### config.mk
export PLATFORM = sky130hd
export DESIGN_NAME = spil_top
export DESIGN_NICKNAME = d
export VERILOG_FILES = /design/src/spil_top.v /design/src/spil_sync.v /design/src/spil_enh.v
export VERILOG_INCLUDE_DIRS = /design/src /design/src/src
export SDC_FILE = /design/constraint.sdc
export NUM_CORES = 1
export LEC_CHECK = 0
export BUFFER_PORTS_ARGS = -buffer_cell sky130_fd_sc_hd__buf_2
export CAP_MARGIN = 40
export CORE_ASPECT_RATIO = 1.4
export CORE_MARGIN = 2
export CORE_UTILIZATION = 45
export CTS_BUF_LIST = sky130_fd_sc_hd__clkbuf_8
export DETAILED_ROUTE_END_ITERATION = 12
export MAX_ROUTING_LAYER = met4
export PLACE_DENSITY = 0.7
export SYNTH_ARGS = -nofsm -noshare
export SYNTH_HDL_FRONTEND = slang
export SYNTH_SLANG_ARGS = --single-unit
### constraint.sdc
create_clock -name clock -period 3.04 [get_ports clock]
set_input_delay 0.152 -clock clock [delete_from_list [all_inputs] [get_ports clock]]
set_output_delay 0.152 -clock clock [all_outputs]
set_load 0.02 [all_outputs]
### src/spil_defs.vh
// constants for the serial port and interrupt logic
`ifndef SPIL_DEFS_VH
`define SPIL_DEFS_VH

// register offsets on the access port (memory-space cycles)
`define SPIL_OFS_VIC 8'h08
`define SPIL_OFS_SPC 8'h20
`define SPIL_OFS_GIE 8'h32
`define SPIL_OFS_RTC 8'h11
`define SPIL_OFS_OPM 8'h66
`define SPIL_OFS_EIS 8'h84

// alternate I/O port addresses of the serial port register
`define SPIL_IO_PORT_HI 8'he2
`define SPIL_IO_PORT_LO 8'he8

// serial port register fields
`define SPIL_SPC_CLK 0
`define SPIL_SPC_DAT 1
`define SPIL_SPC_CLK_IN 2
`define SPIL_SPC_DAT_IN 3
`define SPIL_SPC_EN 4

// video interrupt control fields
`define SPIL_VIC_START_FLAG 3
`define SPIL_VIC_START_IE 19
`define SPIL_VIC_STRETCH 24
// writable enables of the video interrupt control word
`define SPIL_VIC_WMASK 32'h0108_0000

// global enable, retrace control and mode fields
`define SPIL_GIE_BIT 4
`define SPIL_RTC_ARM 4
`define SPIL_RTC_DIS 5
`define SPIL_OPM_ENH 0

// enhanced status: status in 7:0, enables in 15:8
`define SPIL_EIS_NSRC 8
`define SPIL_EIS_EN_LSB 8

// reset values
`define SPIL_SPC_RST 32'h0000_0003
`define SPIL_VIC_RST 32'h0000_0000
`define SPIL_CTL8_RST 8'h00

`endif

### src/spil_top.v
// serial port pins, start detect and interrupt combining
`timescale 1ns/1ps
`include "spil_defs.vh"

// Functional notes
// - bus pins are never driven unless the enable bit is one
// - enabled and control bit zero pulls that pin low
// - reads return live clock and data pin levels
// - released bus: data falling with clock high is a start
// - start with its enable set sets flag and requests interrupt
// - with the enable bit one, stretch enable holds clock low while start flag pending
// - alt strap low at reset: port strap picks one of two addresses
// - interrupt pin low only with global enable set, any mode
// - VGA mode: retrace only, disable zero and armed bit one
// - writing arm bit zero clears retrace interrupt; write one re-arms
// - enhanced mode: eight sources, each enabled, cleared, with status
// - pin stays asserted until every status bit is cleared
module spil_top (
    // clock and reset
    input wire clock,
    input wire rstn,
    // register access port
    input wire acc_io,
    input wire [7:0] acc_addr,
    input wire acc_wr,
    input wire acc_rd,
    input wire [31:0] acc_wdata,
    output reg [31:0] acc_rdata,
    // serial clock pin
    input wire serial_clock_pin_i,
    output reg serial_clock_pin_o,
    output reg serial_clock_pin_oe_n,
    // serial data pin
    input wire serial_data_pin_i,
    output reg serial_data_pin_o,
    output reg serial_data_pin_oe_n,
    // reset straps
    input wire port_address_strap,
    input wire alt_port_enable_strap,
    // interrupt event pulses
    input wire vretrace_evt,
    input wire [6:0] engine_evt,
    // interrupt pin, active low
    output reg interrupt_pin_n
);
    // register state
    reg [31:0] spc_r;
    reg [31:0] vic_r;
    reg [7:0] gie_r;
    reg [7:0] rtc_r;
    reg [7:0] opm_r;
    reg alt_en_r;
    reg alt_hi_r;
    reg vga_pend_r;
    reg sda_prev_r;
    reg [31:0] rd_nxt;
    wire [3:0] pins_s;
    wire scl_s;
    wire sda_s;
    wire strap_port_s;
    wire strap_alt_s;
    wire [7:0] eis_status;
    wire [7:0] eis_enable;
    wire eis_any;
    wire io_hit;
    wire spc_sel;
    wire vic_wr;
    wire rtc_wr;
    wire start_seen;
    wire start_flag_nxt;
    wire drive_clk;
    wire drive_dat;
    wire irq_nxt;
    wire vga_pend_nxt;
    // per-register selects and strobes
    wire spc_wr;
    wire gie_wr;
    wire opm_wr;
    wire eis_wr;
    wire vic_sel;
    wire gie_sel;
    wire rtc_sel;
    wire opm_sel;
    wire eis_sel;
    // clock drive and interrupt terms
    wire clk_sw_low;
    wire clk_stretch;
    wire vga_irq;
    wire mode_irq;

    // memory-space decode of one register offset
    // an I/O cycle never hits a memory offset
    function mem_hit;
        input io;
        input [7:0] addr;
        input [7:0] ofs;
        begin
            mem_hit = !io && (addr == ofs);
        end
    endfunction

    // pins and straps come from outside the clock domain; the chain is
    // not reset so that straps reach the capture flops while reset holds
    spil_sync u_sync (
        .clock(clock),
        .async_in({alt_port_enable_strap, port_address_strap,
            serial_data_pin_i, serial_clock_pin_i}),
        .sync_out(pins_s)
    );
    assign scl_s = pins_s[0];
    assign sda_s = pins_s[1];
    assign strap_port_s = pins_s[2];
    assign strap_alt_s = pins_s[3];

    assign io_hit = acc_io && alt_en_r && (acc_addr ==
        (alt_hi_r ? `SPIL_IO_PORT_HI : `SPIL_IO_PORT_LO));
    assign spc_sel = io_hit || mem_hit(acc_io, acc_addr, `SPIL_OFS_SPC);
    assign vic_wr = acc_wr && mem_hit(acc_io, acc_addr, `SPIL_OFS_VIC);
    assign rtc_wr = acc_wr && mem_hit(acc_io, acc_addr, `SPIL_OFS_RTC);

    // one select per register keeps read mux and write paths in step
    assign vic_sel = mem_hit(acc_io, acc_addr, `SPIL_OFS_VIC);
    assign gie_sel = mem_hit(acc_io, acc_addr, `SPIL_OFS_GIE);
    assign rtc_sel = mem_hit(acc_io, acc_addr, `SPIL_OFS_RTC);
    assign opm_sel = mem_hit(acc_io, acc_addr, `SPIL_OFS_OPM);
    assign eis_sel = mem_hit(acc_io, acc_addr, `SPIL_OFS_EIS);

    // write strobes; the serial register answers on either port
    assign spc_wr = acc_wr && spc_sel;
    assign gie_wr = acc_wr && gie_sel;
    assign opm_wr = acc_wr && opm_sel;
    assign eis_wr = acc_wr && eis_sel;

    // falling data with clock high, bus released by us
    // an edge, not a level, so a data line held low counts once
    assign start_seen = !drive_dat && !drive_clk && scl_s
        && sda_prev_r && !sda_s;

    // flag set only when enabled; set beats a software clear
    assign start_flag_nxt = (start_seen && vic_r[`SPIL_VIC_START_IE])
        || (vic_r[`SPIL_VIC_START_FLAG]
        && !(vic_wr && acc_wdata[`SPIL_VIC_START_FLAG]));

    // drive only when enabled; control bit zero pulls low
    assign drive_dat = spc_r[`SPIL_SPC_EN] && !spc_r[`SPIL_SPC_DAT];
    // software asks for the clock low
    assign clk_sw_low = !spc_r[`SPIL_SPC_CLK];
    // clock stretch while the start flag is pending
    assign clk_stretch = vic_r[`SPIL_VIC_STRETCH]
        && vic_r[`SPIL_VIC_START_FLAG];
    // stretch also needs the enable bit: a disabled port must
    // never touch the bus, at the cost of no wait states while off
    assign drive_clk = spc_r[`SPIL_SPC_EN] && (clk_sw_low || clk_stretch);

    // retrace latches only when armed and not disabled
    // writing the arm bit to zero clears the pending retrace
    assign vga_pend_nxt = rtc_r[`SPIL_RTC_ARM] && !(rtc_wr
        && !acc_wdata[`SPIL_RTC_ARM]) && (vga_pend_r
        || (vretrace_evt && !rtc_r[`SPIL_RTC_DIS]));

    // a set disable bit masks a retrace that is still pending
    assign vga_irq = vga_pend_r && !rtc_r[`SPIL_RTC_DIS];
    // mode picks VGA retrace or the enhanced sources
    assign mode_irq = opm_r[`SPIL_OPM_ENH] ? eis_any : vga_irq;
    // gate every source with the global enable
    assign irq_nxt = gie_r[`SPIL_GIE_BIT]
        && (vic_r[`SPIL_VIC_START_FLAG] || mode_irq);

    // enhanced sources: retrace plus seven engine events
    spil_enh u_enh (
        .clock(clock),
        .rstn(rstn),
        .evt({engine_evt, vretrace_evt}),
        .wr(eis_wr),
        .wdata(acc_wdata[15:0]),
        .status_r(eis_status),
        .enable_r(eis_enable),
        .any_r(eis_any)
    );

    // read mux, unmapped offsets read zero
    // live pin bits bypass the register so a read sees the bus itself
    always @* begin
        rd_nxt = 32'h0000_0000;
        if (spc_sel) begin
            rd_nxt = spc_r;
            rd_nxt[`SPIL_SPC_CLK_IN] = scl_s;
            rd_nxt[`SPIL_SPC_DAT_IN] = sda_s;
        end else if (vic_sel) begin
            rd_nxt = vic_r;
        end else if (gie_sel) begin
            rd_nxt = {24'h00_0000, gie_r};
        end else if (rtc_sel) begin
            rd_nxt = {24'h00_0000, rtc_r};
        end else if (opm_sel) begin
            rd_nxt = {24'h00_0000, opm_r};
        end else if (eis_sel) begin
            rd_nxt = {16'h0000, eis_enable, eis_status};
        end
    end

    // straps caught on every edge while reset is held; reset must last
    // three cycles or more to clear the synchroniser, and a strap that
    // moves after release is ignored until the next reset
    always @(posedge clock) begin
        if (!rstn) begin
            // alternate port only with alt strap low
            alt_en_r <= !strap_alt_s;
            alt_hi_r <= strap_port_s;
        end
    end

    // start edge history and retrace pending state
    always @(posedge clock) begin
        if (!rstn) begin
            vga_pend_r <= 1'b0;
            sda_prev_r <= 1'b1;
        end else begin
            sda_prev_r <= sda_s;
            vga_pend_r <= vga_pend_nxt;
        end
    end

    // read data loads on the read strobe and stands until the next read
    always @(posedge clock) begin
        if (!rstn) begin
            acc_rdata <= 32'h0000_0000;
        end else if (acc_rd) begin
            acc_rdata <= rd_nxt;
        end
    end

    // serial port register; its status bits are read only
    always @(posedge clock) begin
        if (!rstn) begin
            spc_r <= `SPIL_SPC_RST;
        end else if (spc_wr) begin
            spc_r <= {27'h000_0000, acc_wdata[`SPIL_SPC_EN],
                2'b00, acc_wdata[1:0]};
        end
    end

    // video interrupt control: writes reach the two enables only, the
    // flag follows its own set and clear term so a write cannot set it
    always @(posedge clock) begin
        if (!rstn) begin
            vic_r <= `SPIL_VIC_RST;
        end else begin
            if (vic_wr) begin
                vic_r <= acc_wdata & `SPIL_VIC_WMASK;
            end
            vic_r[`SPIL_VIC_START_FLAG] <= start_flag_nxt;
        end
    end

    // byte-wide control registers
    always @(posedge clock) begin
        if (!rstn) begin
            gie_r <= `SPIL_CTL8_RST;
            rtc_r <= `SPIL_CTL8_RST;
            opm_r <= `SPIL_CTL8_RST;
        end else begin
            if (gie_wr) begin
                gie_r <= acc_wdata[7:0];
            end
            if (rtc_wr) begin
                rtc_r <= acc_wdata[7:0];
            end
            if (opm_wr) begin
                opm_r <= acc_wdata[7:0];
            end
        end
    end

    // pin drivers, all registered; the pin value is fixed low and only
    // the enable moves, so a released pin never glitches high
    always @(posedge clock) begin
        if (!rstn) begin
            serial_clock_pin_o <= 1'b0;
            serial_data_pin_o <= 1'b0;
            serial_clock_pin_oe_n <= 1'b1;
            serial_data_pin_oe_n <= 1'b1;
        end else begin
            serial_clock_pin_o <= 1'b0;
            serial_data_pin_o <= 1'b0;
            // released pin lets pull-ups set the level
            serial_clock_pin_oe_n <= !drive_clk;
            serial_data_pin_oe_n <= !drive_dat;
        end
    end

    always @(posedge clock) begin
        if (!rstn) begin
            interrupt_pin_n <= 1'b1;
        end else begin
            interrupt_pin_n <= !irq_nxt;
        end
    end
endmodule

### src/spil_sync.v
// two-stage synchroniser for pin inputs
`timescale 1ns/1ps
module spil_sync (
    // clock
    input wire clock,
    // asynchronous levels in, synchronised levels out
    input wire [3:0] async_in,
    output reg [3:0] sync_out
);
    reg [3:0] meta_r;

    // first stage feeds only the second; no reset, so a strap level
    // passes through while the rest of the block is held in reset
    always @(posedge clock) begin
        meta_r <= async_in;
        sync_out <= meta_r;
    end
endmodule

### src/spil_enh.v
// enhanced-mode interrupt sources: status, enables, clears
`timescale 1ns/1ps
`include "spil_defs.vh"
module spil_enh (
    // clock and reset
    input wire clock,
    input wire rstn,
    // source event pulses, one bit per source
    input wire [7:0] evt,
    // register write
    input wire wr,
    input wire [15:0] wdata,
    // state
    output reg [7:0] status_r,
    output reg [7:0] enable_r,
    output reg any_r
);
    wire [7:0] status_nxt;

    // set beats clear; only enabled sources latch
    assign status_nxt = (status_r & ~(wr ? wdata[7:0] : 8'h00))
        | (evt & enable_r);

    // write one to a status bit clears it
    always @(posedge clock) begin
        if (!rstn) begin
            status_r <= `SPIL_CTL8_RST;
            enable_r <= `SPIL_CTL8_RST;
            any_r <= 1'b0;
        end else begin
            status_r <= status_nxt;
            if (wr)
                enable_r <= wdata[15:`SPIL_EIS_EN_LSB];
            any_r <= |status_nxt;
        end
    end
endmodule

==> results of run 1 <==
==> worst max-delay path, cell delays in order, from the launching register on <==
cell and delay, ns:
edfxtp_1 0.40, or3b_1 0.37, a2111oi_0 0.49, or2_1 0.36, nor3b_1 0.13, a31o_1 0.26
==> Yosys cell counts (all sizes together) (2+ instances only) <==
| cell | number | area (sq um) |
|---|---|---|
| o21a | 2 | 15.0 |
| nand3 | 41 | 205 |
| nand3b | 3 | 22.5 |
| o21ai | 10 | 50.0 |
| nor3b | 3 | 22.5 |
| nor4 | 4 | 25.0 |
| nand2b | 12 | 75.1 |
| a222oi | 2 | 20.0 |
| o211a | 2 | 20.0 |
| o2111a | 4 | 45.0 |
| nor2 | 20 | 75.1 |
| nor3 | 6 | 50.1 |
| nand2 | 73 | 274 |
| mux2i | 11 | 110 |
| dfxtp | 78 | 1560 |
| or4bb | 2 | 22.5 |
| buf | 23 | 160 |
| inv | 7 | 26.3 |
| or4 | 2 | 18.8 |
| a22oi | 6 | 45.0 |
| o41ai | 8 | 115 |
| edfxtp | 2 | 60.1 |
| nor2b | 2 | 12.5 |
| a21oi | 57 | 285 |
| or3b | 3 | 26.3 |
| or2 | 2 | 12.5 |
| clkbuf | 18 | 67.6 |
==> sequential cells by signal, indices dropped and copies added, names as in the netlist, 4 cells and up <==
name,flops
u_enh.enable_r,8
acc_rdata,18
u_sync.meta_r,4
u_sync.sync_out,4
rtc_r,8
u_enh.status_r,8
gie_r,8
opm_r,8
==> routing by layer <==
| layer | part of all wire (%) | track usage, % | vias up |
|---|---|---|---|
| met5 | 0 | - | - |
| met4 | 4.0 | 14.4 | 0 |
| met3 | 5.9 | 3.09 | 26 |
| met2 | 49 | 36.3 | 124 |
| met1 | 41 | 25.6 | 1429 |
| li1 | - | - | 1534 |
==> worst max path at each step <==
stage                                      endpoint  slack, ns  cells after the start
after global routing      acc_rdata[7]$_SDFFE_PN0P_       0.79                      5
final                     acc_rdata[7]$_SDFFE_PN0P_       0.93                      5
after global placement        rtc_r[2]$_SDFFE_PN0N_       0.78                      6
after floorplan              u_enh.any_r$_SDFF_PN0_       1.17                      7
after detailed placement      rtc_r[7]$_SDFFE_PN0N_       0.78                      6
after CTS                 acc_rdata[7]$_SDFFE_PN0P_       0.91                      5
==> area by class of cell <==
| class | instances | area, sq um | area share (%) |
|---|---|---|---|
| Clock inverter | 6 | 53.8 | 1.33 |
| Inverter | 7 | 26.3 | 0.648 |
| Multi-Input combinational cell | 300 | 1690 | 41.7 |
| Clock buffer | 10 | 138 | 3.40 |
| Timing Repair Buffer | 73 | 400 | 9.88 |
| Tap cell | 100 | 125 | 3.09 |
| Sequential cell | 80 | 1620 | 40.0 |
==> stage by stage <==
step / power, mW / hold slack, ns / cells
after CTS: 1.98 / 0.0327 / 576
after floorplan: 1.19 / 0.180 / 428
after detailed placement: 1.23 / 0.259 / 556
final: 1.97 / 0.0417 / 576
after global routing: 2.04 / 0.0515 / 576
after global placement: 1.23 / 0.255 / 556
==> repair_timing <==
action	in CTS	in global routing
hold buffers	4	0
setup buffers	0	0
endpoints found under the hold margin	4	0
==> power by group through the flow <==
stage | Clock (mW) | Combinational [mW] | Sequential [mW]
global placement | 0 | 0.137 | 1.09
floorplan | 0 | 0.0920 | 1.09
finish | 0.758 | 0.145 | 1.07
global route | 0.815 | 0.157 | 1.07
detailed placement | 0 | 0.140 | 1.09
CTS | 0.769 | 0.144 | 1.07
==> cells by family after synthesis <==
family | count (synthesis)
AOI/OAI and AO/OA | 97
buffers and inverters | 48
other | 1
and+or+nand+nor | 176
DFF | 80
muxes | 11
==> qor.yml, run 1 <==
floorplanning:
  core_area_sq_um: 7650
  start_util_pct: 45.8
  die_area_sq_um: 8530
  die_height_um: 108
  boundaryPins: 94
  die_x_um: 78.6
  rows: 38
finish:
  antenna_cells: 0
  syn2layout_area_growth_pct: 15.5
  final_util_pct: 53.0
  layout_commonest_cell: "dfxtp_1"
  drive_gt1_share_pct: 20.4
  fillers: 760
  fin_area_sq_um: 4050
  layout_common_cells: "dfxtp_1 (78), nand2_1 (73), buf_2 (63), a21oi_1 (57), nand3_1 (41)"
  final_nets: 528
setup_path:
  critPathLaunch: "alt_hi_r$_DFFE_PN_"
  r2r_cells: 5
  cp_data_arrival_time_ns: 2.37
  reg2reg_setup_slack_ns: 0.93
  crit_type: "reg2reg"
  critPathMaxFanout: 6
  start_kind: "flop"
  r2r-end: "acc_rdata[7]$_SDFFE_PN0P_"
  worstPathRequired_ns: 3.29
  r2r-start: "alt_hi_r$_DFFE_PN_"
  setup.worst_path.end_class: "flop"
global_route:
  grt_use_total_pct: 22.3
  grt_antenna_before_repair: 0
  overflow: 0
  grt_max_degree: 52
  grt_pass1_wl_mm: 14.2
  grt_pass1_vias: 2909
min_path:
  hp-class: "in2reg"
  whs_path_depth: 3
  min_from: "acc_wdata[13]"
  hold_end: "u_enh.enable_r[5]$_SDFFE_PN0N_"
outcome:
  outcome: "finished clean"
clock_network:
  cts_resized: 0
  cts-root-buf: "clkbuf_8"
  clk_pin_slew_ns: 0.08
  clk_path_buf_depth: 2
  cts_tree: "built"
  cts_max_level: 3
  cts_sinks: 80
  clock_latency_ns: 0.35
  cts_made_buffers: 9
timing:
  hold_viol: 0
  slew_headroom_pct: 52.5
  drv_slew: 0
  rsz0062_at_grt: "no"
  fmax_mhz: 473
  setup_ws_ns: 0.926
  setup_viol: 0
  worstMarginPinSlew_ns: 0.710
  timing.clock.skew_ns: 0.00910
  fin_tns_setup_ns: 0
  fin_crit_ns: 2.11
  period_share_pct: 69.5
yosys:
  synth_cells: 413
  synthFlopType: "dfxtp_1"
  synth.cell_area_sq_um: 3510
  synth_edf_count: 2
  synthMuxAreaShare_pct: 3.14
  yosysWarnings: 0
  synth_cell_type_count: 46
  synth-xor-area-share_pct: 0
  syn_avg_cell_area_sq_um: 8.49
  synth-compound-area-share_pct: 18.5
  yosys.area_share.simple_pct: 24.8
  ys_ff_latch: 80
  synthAdderAreaFrac_pct: 0
  yosysSeqAreaShare_pct: 46.2
  async_flop_share_pct: 0
  synth_top_family_by_area: "simple AND/OR/NAND/NOR gates"
power:
  pwr-share-comb_pct: 7.4
  power_leakage_nw: 1.62
  p_sw_uw: 470
  p_int_mw: 1.50
  p_seq_share_pct: 54.2
  powerDensity_nw_per_um2: 486
  clkPwrFrac_pct: 38.5
  ir_drop_mv: 0.293
  p_sw_share_pct: 23.9
route:
  detail_route.first_pass.iterations: 5
  drtIter0Drc: 241
  drc: 0
  routed_via_density: 5.40
  finalWirelength_mm: 8.90
  dr_total_vias: 3113
  wl_per_cell_um: 15.4
  ant_nets: 0
place:
  hpwl_mm: 6.17
  postPlaceCellArea_sq_um: 3820
  pre_cts_slack_ns: 0.778
  numPortBuffers: 63
  gp_congestion: 0.900
job:
  drv_cap: 0
Note: power is estimated with default switching activity, not from simulation.
==> run 2: changes to the inputs <==
- PLACE_DENSITY: 0.7 -> 0.73
- clock period: 3.04 -> 1.8 ns (I/O delays scaled with it)
==> run 2 against run 1 <==
  * Clock skew is 0.0048 ns higher
  * Wire length rose by 8.2%
  * Sequential share of layout area decreased by 3.6 points
  * Sequential power up 68%
  * Die area unchanged
  * Worst hold slack lost 0.033 ns
  * Core utilization is 5.2 points higher
  * Final area increased by 9.9%
  * Largest cell class unchanged
  * Largest power group unchanged
==> qor.yml, run 2 (synthesis results as in run 1) <==
finish:
  drive_gt1_share_pct: 25.0  # +4.6 points
  layout_common_cells: "dfxtp_1 (78), nand2_1 (73), buf_2 (63), a21oi_1 (57), nand3_1 (41)"
  antenna_cells: 0  # unchanged
  layout_commonest_cell: "dfxtp_1"
  final_nets: 566  # +7.2%
  syn2layout_area_growth_pct: 27.0
  top_register: "acc_rdata"
  largest_reg_flops: 18  # unchanged
floorplanning:
  boundaryPins: 94  # unchanged
  die_x_um: 78.6  # unchanged
  die_height_um: 108  # unchanged
  rows: 38  # unchanged
  core_area_sq_um: 7650  # unchanged
  die_area_sq_um: 8530  # unchanged
  start_util_pct: 45.8  # unchanged
clock_network:
  cts_made_buffers: 9  # unchanged
  cts_sinks: 80  # unchanged
  cts_max_level: 3  # unchanged
  clock_latency_ns: 0.37  # +0.02 ns
  clk_pin_slew_ns: 0.07  # about the same
  cts-root-buf: "clkbuf_8"
  clk_path_buf_depth: 2  # unchanged
  cts_tree: "built"
setup_path:
  start_kind: "flop"
  critPathMaxFanout: 3  # -3
  r2r-start: "alt_hi_r$_DFFE_PN_"
  r2r-end: "acc_rdata[6]$_SDFFE_PN0P_"
  crit_type: "reg2reg"
  crit_path_end: "acc_rdata[6]$_SDFFE_PN0P_"
  r2r_cells: 5  # unchanged
  reg2reg_setup_slack_ns: 0.06  # -0.87 ns
  worstPathRequired_ns: 2.06  # -1.23 ns
  cp_data_arrival_time_ns: 2.00  # -0.37 ns
  setup.worst_path.end_class: "flop"
  critPathLaunch: "alt_hi_r$_DFFE_PN_"
power:
  ir_drop_mv: 0.804  # +170%
  power_leakage_nw: 1.81  # +11%
  p_sw_uw: 835  # +77%
  clkPwrFrac_pct: 38.0  # -0.5 points
  p_int_mw: 2.57  # +72%
  powerDensity_nw_per_um2: 765  # +57%
  p_seq_share_pct: 52.9  # -1.3 points
  pwr-share-comb_pct: 9.1  # +1.7 points
  p_sw_share_pct: 24.5  # +0.61 points
route:
  detail_route.first_pass.iterations: 5  # unchanged
  drc: 0  # unchanged
  wl_per_cell_um: 15.7  # +1.8%
  ant_nets: 0  # unchanged
  dr_total_vias: 3333  # +7.1%
  finalWirelength_mm: 9.63  # +8.2%
  drtIter0Drc: 229  # -5.0%
  routed_via_density: 5.45  # +0.77%
place:
  hpwl_mm: 6.66  # +7.9%
  numPortBuffers: 63  # unchanged
  gp_congestion: 0.902  # +0.21%
timing:
  setup_viol: 0  # unchanged
  drv_slew: 0  # unchanged
  fin_crit_ns: 1.74  # -0.372 ns
  slew_headroom_pct: 59.7  # +7.2 points
  worstMarginPinSlew_ns: 0.604  # -0.106 ns
  timing.clock.skew_ns: 0.0139  # +0.00485 ns
  fin_tns_setup_ns: 0  # unchanged
  fmax_mhz: 574  # +21%
  hold_viol: 0  # unchanged
  period_share_pct: 96.8  # +27 points
  holdWs_ns: 0.00876  # -0.0329 ns
global_route:
  grt_pass1_wl_mm: 15.4  # +8.3%
  grt_max_degree: 33  # -37%
  overflow: 0  # unchanged
  grt_pass1_vias: 3232  # +11%
  grt_use_total_pct: 24.3  # +2.0 points
  grt_antenna_before_repair: 0  # unchanged
min_path:
  hp-class: "in2reg"
job:
  drv_cap: 0  # unchanged
outcome:
  outcome: "finished clean"
## run 2: changes by cell type in the layout (fill, tap and decap cells not counted), sizes merged
cell / delta
clkinv: +1
buf: +25
dlygate4sd3: +13
inv: -2
clkinvlp: -1
## run 2: layout make-up
cell class | count | area (sq um)
Fill cell | 710 | 3200
Multi-Input combinational cell | 300 | 1760
Sequential cell | 80 | 1620
Timing Repair Buffer | 111 | 734
Clock buffer | 10 | 138
Tap cell | 100 | 125
Clock inverter | 4 | 47.5
Inverter | 7 | 26.3
## run 2: worst min-delay path by stage
stage / depth (start not counted) / slack (ns) / start / to
detailed placement: 1 / 0.19 / serial_data_pin_i / u_sync.meta_r[1]$_DFF_P_
finish: 3 / 0.009 / engine_evt[6] / u_enh.status_r[7]$_SDFF_PN0_
global route: 3 / 0.02 / acc_wdata[5] / gie_r[5]$_SDFFE_PN0P_
global placement: 1 / 0.19 / serial_data_pin_i / u_sync.meta_r[1]$_DFF_P_
floorplan: 0 / 0.12 / serial_clock_pin_i / u_sync.meta_r[0]$_DFF_P_
CTS: 3 / 0.002 / engine_evt[6] / u_enh.status_r[7]$_SDFF_PN0_
## run 2: power by group through the flow
stage                     Combinational (mW)  Clock, mW  Sequential (mW)
after floorplan                        0.162          0             1.85
after global placement                 0.267          0             1.84
after detailed placement               0.271          0             1.84
after CTS                              0.305       1.31             1.80
after global routing                   0.332       1.38             1.80
final                                  0.310       1.29             1.80
## run 2: repair_timing
item / CTS / global route
pin swaps: 1 / 2
endpoints found under the hold margin: 17 / 0
hold buffers: 17 / 0
resized for setup: 2 / 4
buffers inserted: 1 / 0
endpoints found under the setup margin: 5 / 11
## run 2: metal layers
metal / track usage, % / vias up / part of all wire [%]
li1: - / 1609 / -
met1: 26.1 / 1572 / 39
met2: 40.7 / 120 / 51
met3: 4.84 / 32 / 5.1
met4: 15.5 / 0 / 4.2
met5: - / - / 0
## run 2: through the flow
stage	total power, mW	cell area, sq um	cells	util [%]	setup slack [ns]
2_1_floorplan	2.01	3620	428	-	0.0308
3_3_place_gp	2.11	4060	580	53.1	-0.0483
3_5_place_dp	2.12	4060	580	53.1	-0.0832
4_1_cts	3.42	4440	612	58.0	-0.00388
5_1_grt	3.51	4460	612	58.2	-0.0222
6_report	3.41	4460	612	58.2	0.0579
## run 2: critical path, cell delays in order (launching register included)
cell and delay, ns:
edfxtp_1 0.40, or3b_4 0.40, a2111oi_4 0.34, or2_4 0.20, nor3b_2 0.06, o211a_1 0.23
